--- src/hdl/mwc_pkg.sv ---
// Constants, field layout and period tables of the mode and watchdog control register.
// Assumes a 200 MHz system clock and a 16-bit SPI frame, MSB first.
package mwc_pkg;
  localparam int FRAME_BITS = 16;
  localparam int CLK_PERIOD_PS = 5000;
  localparam int MS_PS = 1000000000;
  localparam int CYCLES_PER_MS = MS_PS / CLK_PERIOD_PS;
  localparam int INIT_TIME_MS = 256;
  localparam int UV_TIME_MS = 256;
  localparam int MS_W = 14;

  localparam logic [1:0] ADDR_MODE_REG = 2'h0;
  localparam int ADDR_HI_POS = 15;
  localparam int ADDR_LO_POS = 14;
  localparam int FB_SEL_POS = 13;
  localparam int RO_POS = 12;
  localparam int WD_MSB = 11;
  localparam int WD_LSB = 6;
  localparam int OM_MSB = 5;
  localparam int OM_LSB = 3;
  localparam int SDM_POS = 2;
  localparam int EN_POS = 1;
  localparam int CM_POS = 0;
  localparam int FB_SEL_BITCNT = 2;

  typedef enum logic [2:0] {
    MWC_NORMAL = 3'h1,
    MWC_STANDBY = 3'h2,
    MWC_INIT_FLASH = 3'h3,
    MWC_SLEEP = 3'h4,
    MWC_INIT_NORMAL = 3'h5,
    MWC_FLASH = 3'h7
  } mwc_mode_t;

  localparam logic [3:0] WD_IDX_BAD = 4'hF;
  localparam logic [3:0] WD_IDX_LAST = 4'h9;
  localparam logic [9:0][5:0] WD_CODES = {6'h36, 6'h35, 6'h33, 6'h2D, 6'h24,
                                          6'h1B, 6'h14, 6'h12, 6'h0C, 6'h09};
  localparam logic [MS_W-1:0] WD_OFF_MS = 14'h0000;
  localparam logic [9:0][MS_W-1:0] WD_NORMAL_MS = {14'h0050, 14'h0048, 14'h0040,
    14'h0038, 14'h0030, 14'h0028, 14'h0020, 14'h0010, 14'h0008, 14'h0004};
  localparam logic [9:0][MS_W-1:0] WD_FLASH_MS = {14'h2000, 14'h1000, 14'h0800,
    14'h0400, 14'h0280, 14'h0140, 14'h00A0, 14'h0050, 14'h0028, 14'h0014};
  localparam logic [9:0][MS_W-1:0] WD_SLEEP_MS = {14'h0000, 14'h2000, 14'h1800,
    14'h1000, 14'h0C00, 14'h0800, 14'h0400, 14'h0280, 14'h0140, 14'h00A0};
endpackage

--- src/hdl/mwc_wd_timer.sv ---
// Millisecond prescaler and watchdog down-counter.
// Assumes restart is a one-cycle pulse from the same clock domain.
`timescale 1ns/1ps
module mwc_wd_timer #(
  parameter int CYCLES_PER_MS = mwc_pkg::CYCLES_PER_MS
) (
  input wire logic clk, // System clock
  input wire logic reset_output_n, // Async reset, active low
  input wire logic restart, // Reload pulse
  input wire logic [13:0] load_ms, // Period, zero means off
  output logic ms_tick, // One-cycle pulse each ms
  output logic expired, // One-cycle pulse on overflow
  output logic running // Watchdog is counting
);
  logic [31:0] pre;
  logic [13:0] remain;

  always_ff @(posedge clk or negedge reset_output_n)
  begin
    if (!reset_output_n)
    begin
      pre <= 32'h0;
      ms_tick <= 1'b0;
    end
    else if (pre == 32'(CYCLES_PER_MS - 1))
    begin
      pre <= 32'h0;
      ms_tick <= 1'b1;
    end
    else
    begin
      pre <= pre + 32'h1;
      ms_tick <= 1'b0;
    end
  end

  // Runs from reset with the start-up window so a silent host is caught
  always_ff @(posedge clk or negedge reset_output_n)
  begin
    if (!reset_output_n)
    begin
      remain <= 14'(mwc_pkg::INIT_TIME_MS);
      running <= 1'b1;
      expired <= 1'b0;
    end
    else if (restart)
    begin
      remain <= load_ms;
      running <= (load_ms != mwc_pkg::WD_OFF_MS);
      expired <= 1'b0;
    end
    else if (running && ms_tick)
    begin
      if (remain <= 14'h1)
      begin
        running <= 1'b0;
        expired <= 1'b1;
      end
      else
      begin
        remain <= remain - 14'h1;
        expired <= 1'b0;
      end
    end
    else
    begin
      expired <= 1'b0;
    end
  end
endmodule

--- src/hdl/mwc_mode_watchdog_ctrl.sv ---
// Mode and watchdog control register behind a 16-bit SPI slave.
// Assumes SPI mode 0 with sck much slower than clk; status and diagnosis words are on clk.
`timescale 1ns/1ps
module mwc_mode_watchdog_ctrl #(
  parameter int CYCLES_PER_MS = mwc_pkg::CYCLES_PER_MS
) (
  input wire logic clk, // System clock
  input wire logic reset_output_n, // Async reset, active low
  input wire logic spi_sck, // SPI clock pin
  input wire logic spi_csn, // SPI chip select, active low
  input wire logic spi_mosi, // SPI data in
  output logic spi_miso, // SPI data out
  output logic spi_miso_oe, // High while driving miso
  input wire logic [11:0] status_word, // System status feedback
  input wire logic [11:0] system_diagnosis_feedback_word, // System diagnosis feedback
  input wire logic dev_flag_set, // Pulse from special mode logic
  input wire logic v1_undervoltage, // Regulator undervoltage pin
  output logic enable_out, // Global enable pin
  output logic can_active, // CAN forced active
  output logic [2:0] mode_code, // Accepted operating mode
  output logic [13:0] wd_period_ms, // Accepted period, zero is off
  output logic wd_running, // Watchdog counting
  output logic dev_flag, // Software development flag
  output logic sys_reset_req, // One-cycle reset request
  output logic fail_safe_req // Fail-safe request level
);
  logic sck_m, sck_s, sck_q, csn_m, csn_s, csn_q, mosi_m, mosi_s, uv_m, uv_s;
  logic [15:0] rx;
  logic [15:0] tx;
  logic [4:0] bitcnt;
  logic sck_rise, sck_fall, csn_rise, frame_done;
  logic is_mode_addr, is_write, wd_ok, om_ok, accept, reject;
  logic [3:0] wd_idx;
  logic [13:0] next_period;
  logic restart, ms_tick, wd_expired;
  logic [8:0] uv_ms;

  function automatic logic [3:0] wd_index(input logic [5:0] code);
    wd_index = mwc_pkg::WD_IDX_BAD;
    for (int i = 0; i < 10; i++)
      if (mwc_pkg::WD_CODES[i] == code)
        wd_index = 4'(i);
  endfunction

  function automatic logic mode_legal(input logic [2:0] om);
    case (om)
      mwc_pkg::MWC_NORMAL, mwc_pkg::MWC_STANDBY, mwc_pkg::MWC_SLEEP,
      mwc_pkg::MWC_INIT_NORMAL, mwc_pkg::MWC_FLASH, mwc_pkg::MWC_INIT_FLASH:
        mode_legal = 1'b1;
      default:
        mode_legal = 1'b0;
    endcase
  endfunction

  function automatic logic [13:0] period_of(input logic [3:0] idx, input logic [2:0] om);
    case (om)
      mwc_pkg::MWC_NORMAL, mwc_pkg::MWC_INIT_NORMAL:
        period_of = mwc_pkg::WD_NORMAL_MS[idx];
      mwc_pkg::MWC_SLEEP:
        period_of = mwc_pkg::WD_SLEEP_MS[idx];
      mwc_pkg::MWC_STANDBY:
        period_of = (idx == mwc_pkg::WD_IDX_LAST) ? mwc_pkg::WD_OFF_MS
                                                  : mwc_pkg::WD_FLASH_MS[idx];
      default:
        period_of = mwc_pkg::WD_FLASH_MS[idx];
    endcase
  endfunction

  // Two-stage synchronisers; sck and csn also get a third stage for edge detection
  always_ff @(posedge clk or negedge reset_output_n)
  begin
    if (!reset_output_n)
    begin
      {sck_m, sck_s, sck_q} <= 3'h0;
      {csn_m, csn_s, csn_q} <= 3'h7;
      {mosi_m, mosi_s, uv_m, uv_s} <= 4'h0;
    end
    else
    begin
      sck_m <= spi_sck;
      sck_s <= sck_m;
      sck_q <= sck_s;
      csn_m <= spi_csn;
      csn_s <= csn_m;
      csn_q <= csn_s;
      mosi_m <= spi_mosi;
      mosi_s <= mosi_m;
      uv_m <= v1_undervoltage;
      uv_s <= uv_m;
    end
  end

  assign sck_rise = sck_s && !sck_q && !csn_s;
  assign sck_fall = !sck_s && sck_q && !csn_s;
  assign csn_rise = csn_s && !csn_q;
  // Frames of any other length are dropped whole
  assign frame_done = csn_rise && (bitcnt == 5'(mwc_pkg::FRAME_BITS));

  always_ff @(posedge clk or negedge reset_output_n)
  begin
    if (!reset_output_n)
    begin
      rx <= 16'h0000;
      bitcnt <= 5'h00;
    end
    else if (csn_s)
    begin
      bitcnt <= 5'h00;
    end
    else if (sck_rise)
    begin
      rx <= {rx[14:0], mosi_s};
      if (bitcnt != 5'h1F)
        bitcnt <= bitcnt + 5'h01;
    end
  end

  // Feedback word picked as soon as the select bit is in, so the data bits can follow it
  always_ff @(posedge clk or negedge reset_output_n)
  begin
    if (!reset_output_n)
      tx <= 16'h0000;
    else if (csn_s)
      tx <= 16'h0000;
    else if (sck_rise && bitcnt == 5'(mwc_pkg::FB_SEL_BITCNT))
      tx <= {2'h0, (mosi_s ? system_diagnosis_feedback_word : status_word), 2'h0};
    else if (sck_fall)
      tx <= {tx[14:0], 1'b0};
  end

  assign spi_miso = tx[15];
  assign spi_miso_oe = !csn_s;

  assign is_mode_addr = ({rx[mwc_pkg::ADDR_HI_POS], rx[mwc_pkg::ADDR_LO_POS]}
                         == mwc_pkg::ADDR_MODE_REG);
  assign is_write = frame_done && is_mode_addr && !rx[mwc_pkg::RO_POS];
  assign wd_idx = wd_index(rx[mwc_pkg::WD_MSB:mwc_pkg::WD_LSB]);
  assign wd_ok = (wd_idx != mwc_pkg::WD_IDX_BAD);
  assign om_ok = mode_legal(rx[mwc_pkg::OM_MSB:mwc_pkg::OM_LSB]);
  assign accept = is_write && wd_ok && om_ok;
  assign reject = is_write && !(wd_ok && om_ok);
  assign next_period = period_of(wd_idx, rx[mwc_pkg::OM_MSB:mwc_pkg::OM_LSB]);
  assign restart = accept;

  always_ff @(posedge clk or negedge reset_output_n)
  begin
    if (!reset_output_n)
    begin
      mode_code <= 3'h0;
      wd_period_ms <= 14'(mwc_pkg::INIT_TIME_MS);
      enable_out <= 1'b0;
      can_active <= 1'b0;
    end
    else if (accept)
    begin
      mode_code <= rx[mwc_pkg::OM_MSB:mwc_pkg::OM_LSB];
      wd_period_ms <= next_period;
      enable_out <= rx[mwc_pkg::EN_POS];
      can_active <= rx[mwc_pkg::CM_POS];
    end
  end

  // Flag is only set from outside; a write can clear it, and a set pulse wins
  always_ff @(posedge clk or negedge reset_output_n)
  begin
    if (!reset_output_n)
      dev_flag <= 1'b0;
    else if (dev_flag_set)
      dev_flag <= 1'b1;
    else if (accept && !rx[mwc_pkg::SDM_POS])
      dev_flag <= 1'b0;
  end

  // Code errors reset even in development mode; overflow does not
  always_ff @(posedge clk or negedge reset_output_n)
  begin
    if (!reset_output_n)
      sys_reset_req <= 1'b0;
    else
      sys_reset_req <= reject || (wd_expired && !dev_flag);
  end

  always_ff @(posedge clk or negedge reset_output_n)
  begin
    if (!reset_output_n)
    begin
      uv_ms <= 9'h000;
      fail_safe_req <= 1'b0;
    end
    else if (!uv_s)
    begin
      uv_ms <= 9'h000;
      fail_safe_req <= 1'b0;
    end
    else if (ms_tick)
    begin
      if (uv_ms == 9'(mwc_pkg::UV_TIME_MS))
        fail_safe_req <= 1'b1;
      else
        uv_ms <= uv_ms + 9'h001;
    end
  end

  mwc_wd_timer #(.CYCLES_PER_MS(CYCLES_PER_MS)) u_timer (
    .clk(clk),
    .reset_output_n(reset_output_n),
    .restart(restart),
    .load_ms(next_period),
    .ms_tick(ms_tick),
    .expired(wd_expired),
    .running(wd_running)
  );
endmodule

--- config.mk ---
export PLATFORM = sky130hd
export DESIGN_NAME = mwc_mode_watchdog_ctrl
export DESIGN_NICKNAME = d
export VERILOG_FILES = /design/src/hdl/mwc_pkg.sv /design/src/hdl/mwc_wd_timer.sv /design/src/hdl/mwc_mode_watchdog_ctrl.sv
export SDC_FILE = /design/constraint.sdc
export NUM_CORES = 1
export LEC_CHECK = 0
export ABC_AREA = 1
export BUFFER_PORTS_ARGS = -buffer_cell sky130_fd_sc_hd__clkbuf_2
export CAP_MARGIN = 20
export CORE_MARGIN = 5
export CORE_UTILIZATION = 63
export CTS_BUF_LIST = sky130_fd_sc_hd__clkbuf_4
export CTS_CLUSTER_SIZE = 8
export DETAILED_ROUTE_END_ITERATION = 8
export GPL_ROUTABILITY_DRIVEN = 0
export HOLD_SLACK_MARGIN = 0.02
export PLACE_DENSITY = 0.83
export SLEW_MARGIN = 20
export SYNTH_ARGS = -nofsm -noshare
export SYNTH_HDL_FRONTEND = slang
export SYNTH_SLANG_ARGS = --single-unit
--- constraint.sdc ---
create_clock -name clk -period 4 [get_ports clk]
set_input_delay 0.2 -clock clk [delete_from_list [all_inputs] [get_ports clk]]
set_output_delay 0.2 -clock clk [all_outputs]
set_load 0.01 [all_outputs]
## Word level (Yosys, flattened, before mapping)

Memories as Yosys holds them, arrays and structs flattened.
Index checks and enable logic that the tools add are counted.

- Bits of input ports: 31
- Output and inout port bits: 25
- ROM bits: 672
- Memories kept: 3
- Bits in registers: 127

Memories:

| memory | depth | width | read ports | clocked after Yosys merged registers in | write ports | line | text |
|---|---|---|---|---|---|---|---|
| (name not given) | 16 | 14 | 1 | 0 | 0 | mwc_mode_watchdog_ctrl.sv:65 | `period_of = mwc_pkg::WD_FLASH_MS[idx];` |
| (name not given) | 16 | 14 | 1 | 0 | 0 | mwc_mode_watchdog_ctrl.sv:60 | `period_of = mwc_pkg::WD_SLEEP_MS[idx];` |
| (name not given) | 16 | 14 | 1 | 0 | 0 | mwc_mode_watchdog_ctrl.sv:58 | `period_of = mwc_pkg::WD_NORMAL_MS[idx];` |

- Bitwise operators: 1
- Multiplexer cells: 42
- Magnitude comparators: 2
- $add $sub $neg: 4
- Reductions and logical operators: 41
- Equal/unequal tests: 27

Operators by type and width:

| kind | count |
|---|---|
| 14-bit two-way mux | 7 |
| 16-bit two-way mux | 3 |
| 14-bit case mux with 3 select lines | 1 |
| 4-bit two-way mux | 10 |
| 32-bit by 1-bit adder with 32-bit output (second input constant) | 1 |
| 32-bit by 18-bit equality test with 1-bit output (second input constant) | 1 |
| 32-bit two-way mux | 1 |
| 6-bit equality test (first input constant) | 5 |
| 9-bit two-way mux | 3 |
| 5-bit by 6-bit equality test with 1-bit output (first input constant) | 3 |
| 1-bit logical AND | 16 |
| 5-bit two-way mux | 3 |
| 14-bit by 1-bit less-or-equal comparator with 1-bit output (second input constant) | 1 |
| 14-bit nonzero test | 1 |
| 14-bit by 1-bit subtractor with 14-bit output (second input constant) | 1 |
| 1-bit two-way mux | 13 |
| 4-bit by 6-bit equality test with 1-bit output (first input constant) | 2 |
| 12-bit two-way mux | 1 |
| 2-bit AND reduction | 6 |
| 2-bit nonzero test | 5 |
| 9-bit by 1-bit adder with 9-bit output (second input constant) | 1 |
| 3-bit equality test (second input constant) | 3 |
| 9-bit equality test (second input constant) | 1 |
| 1-bit zero test | 8 |
| other kinds (17) | 20 |

## Logic depth before layout (Yosys ltp)

- Depth in word-level cells: 17
- Depth in mapped cells: 18

## Cells and area by module

From an unflattened synthesis, not the netlist that was laid out.

- Cells, all modules: 942
- Area, all modules: 6991.7 µm²

By module, submodules not included:

| module | cells an instance | seq. area each (µm²) | area each (µm²) | times used |
|---|---|---|---|---|
| mwc_mode_watchdog_ctrl | 481 | 1856.8 | 3811.2 | 1 |
| mwc_wd_timer | 461 | 1228.7 | 3180.6 | 1 |

## Worst setup path before layout

OpenSTA, ideal clock, no wires.

- Path kind: register -> register
- Start: reg rx[6]
- End: reg u_timer.remain[6]
- Setup time: 0.117 ns
- Slack: 1.858 ns
- Arrival time: 2.025 ns
- Stages on the path, launching flop included: 17
- Cells stage by stage: dfrtp_1 inv_1 nor2_2 nand3_1 nand2_1 nor2_1 nand3_1 inv_1 ha_1 nand4_2 nand3_4 inv_2 buf_6 o21ai_1 nand3_1 o21ai_1 inv_1

- Cells in the longest elaborated chain, start to end: 16

Ends and longest elaborated chain:

| element | line | text |
|---|---|---|
| start, declared | mwc_mode_watchdog_ctrl.sv:28 | `logic [15:0] rx;` |
| start signal, assigned | mwc_mode_watchdog_ctrl.sv:112 | `rx <= {rx[14:0], mosi_s};` |
| 4-bit by 6-bit equality test with 1-bit output | mwc_mode_watchdog_ctrl.sv:41 | `if (mwc_pkg::WD_CODES[i] == code)` |
| 4-bit two-way mux (9 in series) | mwc_mode_watchdog_ctrl.sv:41 |  |
| 4-bit two-way mux (*) | mwc_mode_watchdog_ctrl.sv:41 |  |
| memory 16 x 14 bit or 4-bit inequality test (tied branches) | - |  |
| 14-bit two-way mux (implied by the code) or 1-bit logical AND (tied branches) | mwc_mode_watchdog_ctrl.sv:65, mwc_mode_watchdog_ctrl.sv:140 |  |
| 14-bit two-way mux or 1-bit logical AND (tied branches) | mwc_mode_watchdog_ctrl.sv:62, mwc_mode_watchdog_ctrl.sv:140 |  |
| 14-bit case mux with 3 select lines (tied with other cells) | mwc_mode_watchdog_ctrl.sv:56 | `case (om)` |
| 14-bit two-way mux or 2-bit AND reduction (tied branches) | - |  |
| end signal, assigned | mwc_wd_timer.sv:42 | `remain <= 14'(mwc_pkg::INIT_TIME_MS);` |
| end signal, assigned | mwc_wd_timer.sv:48 | `remain <= load_ms;` |
| end signal, assigned | mwc_wd_timer.sv:61 | `remain <= remain - 14'h1;` |
| end, declared | mwc_wd_timer.sv:16 | `logic [13:0] remain;` |

Mark *: on every way between the ends. The rest lies on a longest branch, timed or not. The select of a mux whose other input is x is not followed.
A chain may end at the register's enable or synchronous reset.

## Final worst setup path

- Start: reg sck_q
- End: reg tx[2]

- Cells in the longest elaborated chain, start to end: 6

Ends and longest elaborated chain:

| element | line | text |
|---|---|---|
| start, declared | mwc_mode_watchdog_ctrl.sv:27 | `logic sck_m, sck_s, sck_q, csn_m, csn_s, csn_q, mosi_m, mosi_s, uv_m, uv_s;` |
| start signal, assigned | mwc_mode_watchdog_ctrl.sv:82 | `sck_q <= sck_s;` |
| 1-bit zero test | mwc_mode_watchdog_ctrl.sv:93 | `assign sck_rise = sck_s && !sck_q && !csn_s;` |
| 1-bit logical AND (2 in series) | mwc_mode_watchdog_ctrl.sv:93 |  |
| 1-bit logical AND | mwc_mode_watchdog_ctrl.sv:125 | `else if (sck_rise && bitcnt == 5'(mwc_pkg::FB_SEL_BITCNT))` |
| 16-bit two-way mux | mwc_mode_watchdog_ctrl.sv:125 |  |
| 16-bit two-way mux | mwc_mode_watchdog_ctrl.sv:123 | `else if (csn_s)` |
| end signal, assigned | mwc_mode_watchdog_ctrl.sv:126 | `tx <= {2'h0, (mosi_s ? system_diagnosis_feedback_word : status_word), 2'h0};` |
| end signal, assigned | mwc_mode_watchdog_ctrl.sv:128 | `tx <= {tx[14:0], 1'b0};` |
| end, declared | mwc_mode_watchdog_ctrl.sv:29 | `logic [15:0] tx;` |

Parallel ways exist; a longest one is shown, timed or not.

==> flow_summary.yaml <==
status:
  outcome: "complete, no violations"
routing:
  ant_nets: 0
  drt_iter0_drc: 465
  drt_wl_total_um: 14100
  drc: 0
  post_drt_wl_per_cell_um: 13.1
  vias: 5772
  first_pass_iters: 7
  vias_per_cell: 5.35
cts:
  clkSinkCount: 123
  cts_tree: "yes"
  cts_buffers: 17
  clockBufferDepth: 2
  cts_max_level: 4
  clk_pin_slew_ns: 0.11
  cts-root-buf: "clkbuf_4"
  cts-resized-gates: 0
  clock_latency_ns: 0.53
synthesis:
  ys_ff_latch: 123
  synth_edf_count: 0
  synth_commonest_cells: "nand2_1, inv_1, dfrtp_1"
  synthTopCellsByArea: "dfrtp_1, nand2_1, inv_1"
  synth_ff_type: "dfrtp_1"
  synth.most_common_cell: "nand2_1"
  ys_warn_count: 0
  avgSynthCellArea_um2: 7.72
  yosys.area.top_type_share_pct: 44.0
  yosysSeqAreaShare_pct: 46.4
  syn_inst: 861
  async_flop_share_pct: 100
  ys_types: 49
  netlist_area_mm2: 0.00665
  synth_top_area_cell: "dfrtp_1"
setup_path:
  cp.arrival_ns: 3.31
  required_ns: 4.42
  path_max_fanout: 26
  reg2reg_depth: 11
  cp_common_cell: "inv_1"
  worstSetupEndpointType: "flop"
  cp_cell_sequence: "inv_1, nand2_1, nor2_2, buf_4, inv_1, nor4_2, buf_4, inv_1, nand2_1, o32ai_1, dlygate4sd3_1"
  cp-start-kind: "flop"
  crit_path_top_delay_cell: "dlygate4sd3_1"
  cp_slowest_stage_delay_ns: 0.58
  path_class: "flop to flop"
cells_and_area:
  fin_util_pct: 71.7
  nets: 975
  drive_above_1_share_pct: 12.8
  area_growth_pct: 11.2
  n_antenna_cell: 0
  regArea_mm2: 0.00309
  fill_cells: 828
  fin_area_mm2: 0.00740
  multi_input_area_mm2: 0.00294
sta:
  finalHoldViolations: 0
  finalSetupTns_ns: 0
  tightest_slew_ns: 0.808
  rsz0062_at_grt: "no"
  max_freq_ghz: 0.346
  period_needed_ns: 2.89
  drv_slew: 0
  slew_headroom_pct: 46.1
  period_share_pct: 72.3
  finalSetupViolCount: 0
  hold_slack_ns: 0.0614
  fin_skew_ns: 0.0177
floorplan:
  dieArea_mm2: 0.0127
  die_y_um: 113
  initial_core_util_pct: 64.4
  io_pins: 56
  rows: 37
  core_mm2: 0.0103
  die_w_um: 113
power:
  p_leak_uw: 0.00384
  p_total_uw: 2410
  switchingPower_uw: 640
  swShare_pct: 26.5
  vdd_ir_drop_max_mv: 0.293
  pwr-share-clk_pct: 36.7
  seqPwrFrac_pct: 54.0
  p_per_area_mw_per_mm2: 326
  p_int_uw: 1770
  comb_power_share_pct: 9.3
place:
  place_area_mm2: 0.00702
  port_buffers: 53
  dp_hpwl_um: 10100
global_routing:
  antenna_found_initial: 0
  grt-ovfl-total: 0
  grt_pass1_wl_um: 24800
  track_usage_pct: 23.7
  grtUsageMet2_pct: 37.1
  met3_usage_pct: 6.10
  top_usage_layer: "met2"
  grt_max_degree: 67
  grt_pass1_vias: 5543
  use_met1_pct: 32.1
hold_path:
  hold_path_class: "input port to flop"
  hold_path_depth: 5
flow_run:
  drv_cap: 0
-- stage by stage --
stage / worst slack (ns) / cells
2_1_floorplan: 1.86 / 862
3_3_place_gp: 1.27 / 1037
3_5_place_dp: 1.18 / 1037
4_1_cts: 1.17 / 1078
5_1_grt: 0.789 / 1078
6_report: 1.11 / 1078
-- cell type report --
class | instances | area share [%]
timing repair buffer | 66 | 5.24
clock buffer | 18 | 1.83
multi-input combinational | 582 | 39.8
inverter | 139 | 7.05
tap | 136 | 2.30
clock inverter | 14 | 2.08
sequential | 123 | 41.7
-- cell usage in the layout (no fill, tap or decap), types with 4 or more instances in the layout --
cell type and instances:
a21oi_1 26, buf_4 5, clkbuf_2 52, clkbuf_4 18
clkinv_1 4, clkinv_2 4, dfrtp_1 117, dfstp_2 6
dlygate4sd3_1 9, ha_1 15, inv_1 131, inv_2 7
nand2_1 172, nand3_1 51, nand4_1 17, nor2_1 105
nor2_2 6, nor3_1 24, nor4_1 8, o21ai_0 91
o21ai_1 9, xnor2_1 5, xor2_1 16
-- cell families (layout without fill, tap and decap cells) --
kind of cell	Yosys count	after routing	share of synthesized area [%]
AOI/OAI and AO/OA	143	143	11.6
adders and majority gates	15	15	2.82
buffers and inverters	157	237	9.41
xor gates and xnor gates	21	21	2.77
DFF	123	123	46.4
and+or+nand+nor	401	401	27.0
other	1	2	0.0564
-- final timing paths --
check | startpoint | endpoint | slack [ns]
worst max-delay path | sck_q | tx[2] | 1.11
worst min-delay path | system_diagnosis_feedback_word[6] | tx[8] | 0.06
worst max register to register | sck_q | tx[2] | 1.11
worst min register to register | mosi_m | mosi_s | 0.36
max in group asynchronous | reset_output_n | u_timer.remain[8] | 2.76
min in group asynchronous | reset_output_n | bitcnt[2] | 0.29
-- registers in the layout, indices dropped and copies added (netlist names), 3 cells and up --
signal	count
u_timer.remain	14
rx	16
u_timer.pre	32
tx	14
uv_ms	9
bitcnt	5
mode_code	3
wd_period_ms	12
-- metal layers --
layer  share of wire [%]  up-vias  routed length [µm]
li1                    -     2913                   -
met1                  46     2672                6540
met2                  46      158                6510
met3                 5.6       29                 788
met4                 2.0        0                 289
met5                   0        -                   0
-- power by group through the flow --
stage / Clock [µW] / Sequential [µW] / Combinational [µW]
detailed placement: 0 / 1330 / 216
global placement: 0 / 1320 / 212
finish: 884 / 1300 / 225
CTS: 910 / 1300 / 224
global route: 965 / 1310 / 263
floorplan: 0 / 1320 / 142
-- critical path: cells and delay by family, from the launching register on --
kind	cells	cell delay (ns)
AO/OA/AOI/OAI	1	0.14
flip-flops	1	0.37
AND/OR/NAND/NOR	4	0.74
buffers and inverters	6	1.52
-- repair_timing --
item | in CTS | in global routing
hold buffers | 9 | 0
endpoints found under the hold margin | 68 | 0
endpoints found under the setup margin | 0 | 0
setup buffers | 0 | 0
Note: power is estimated with default switching activity, not from simulation.
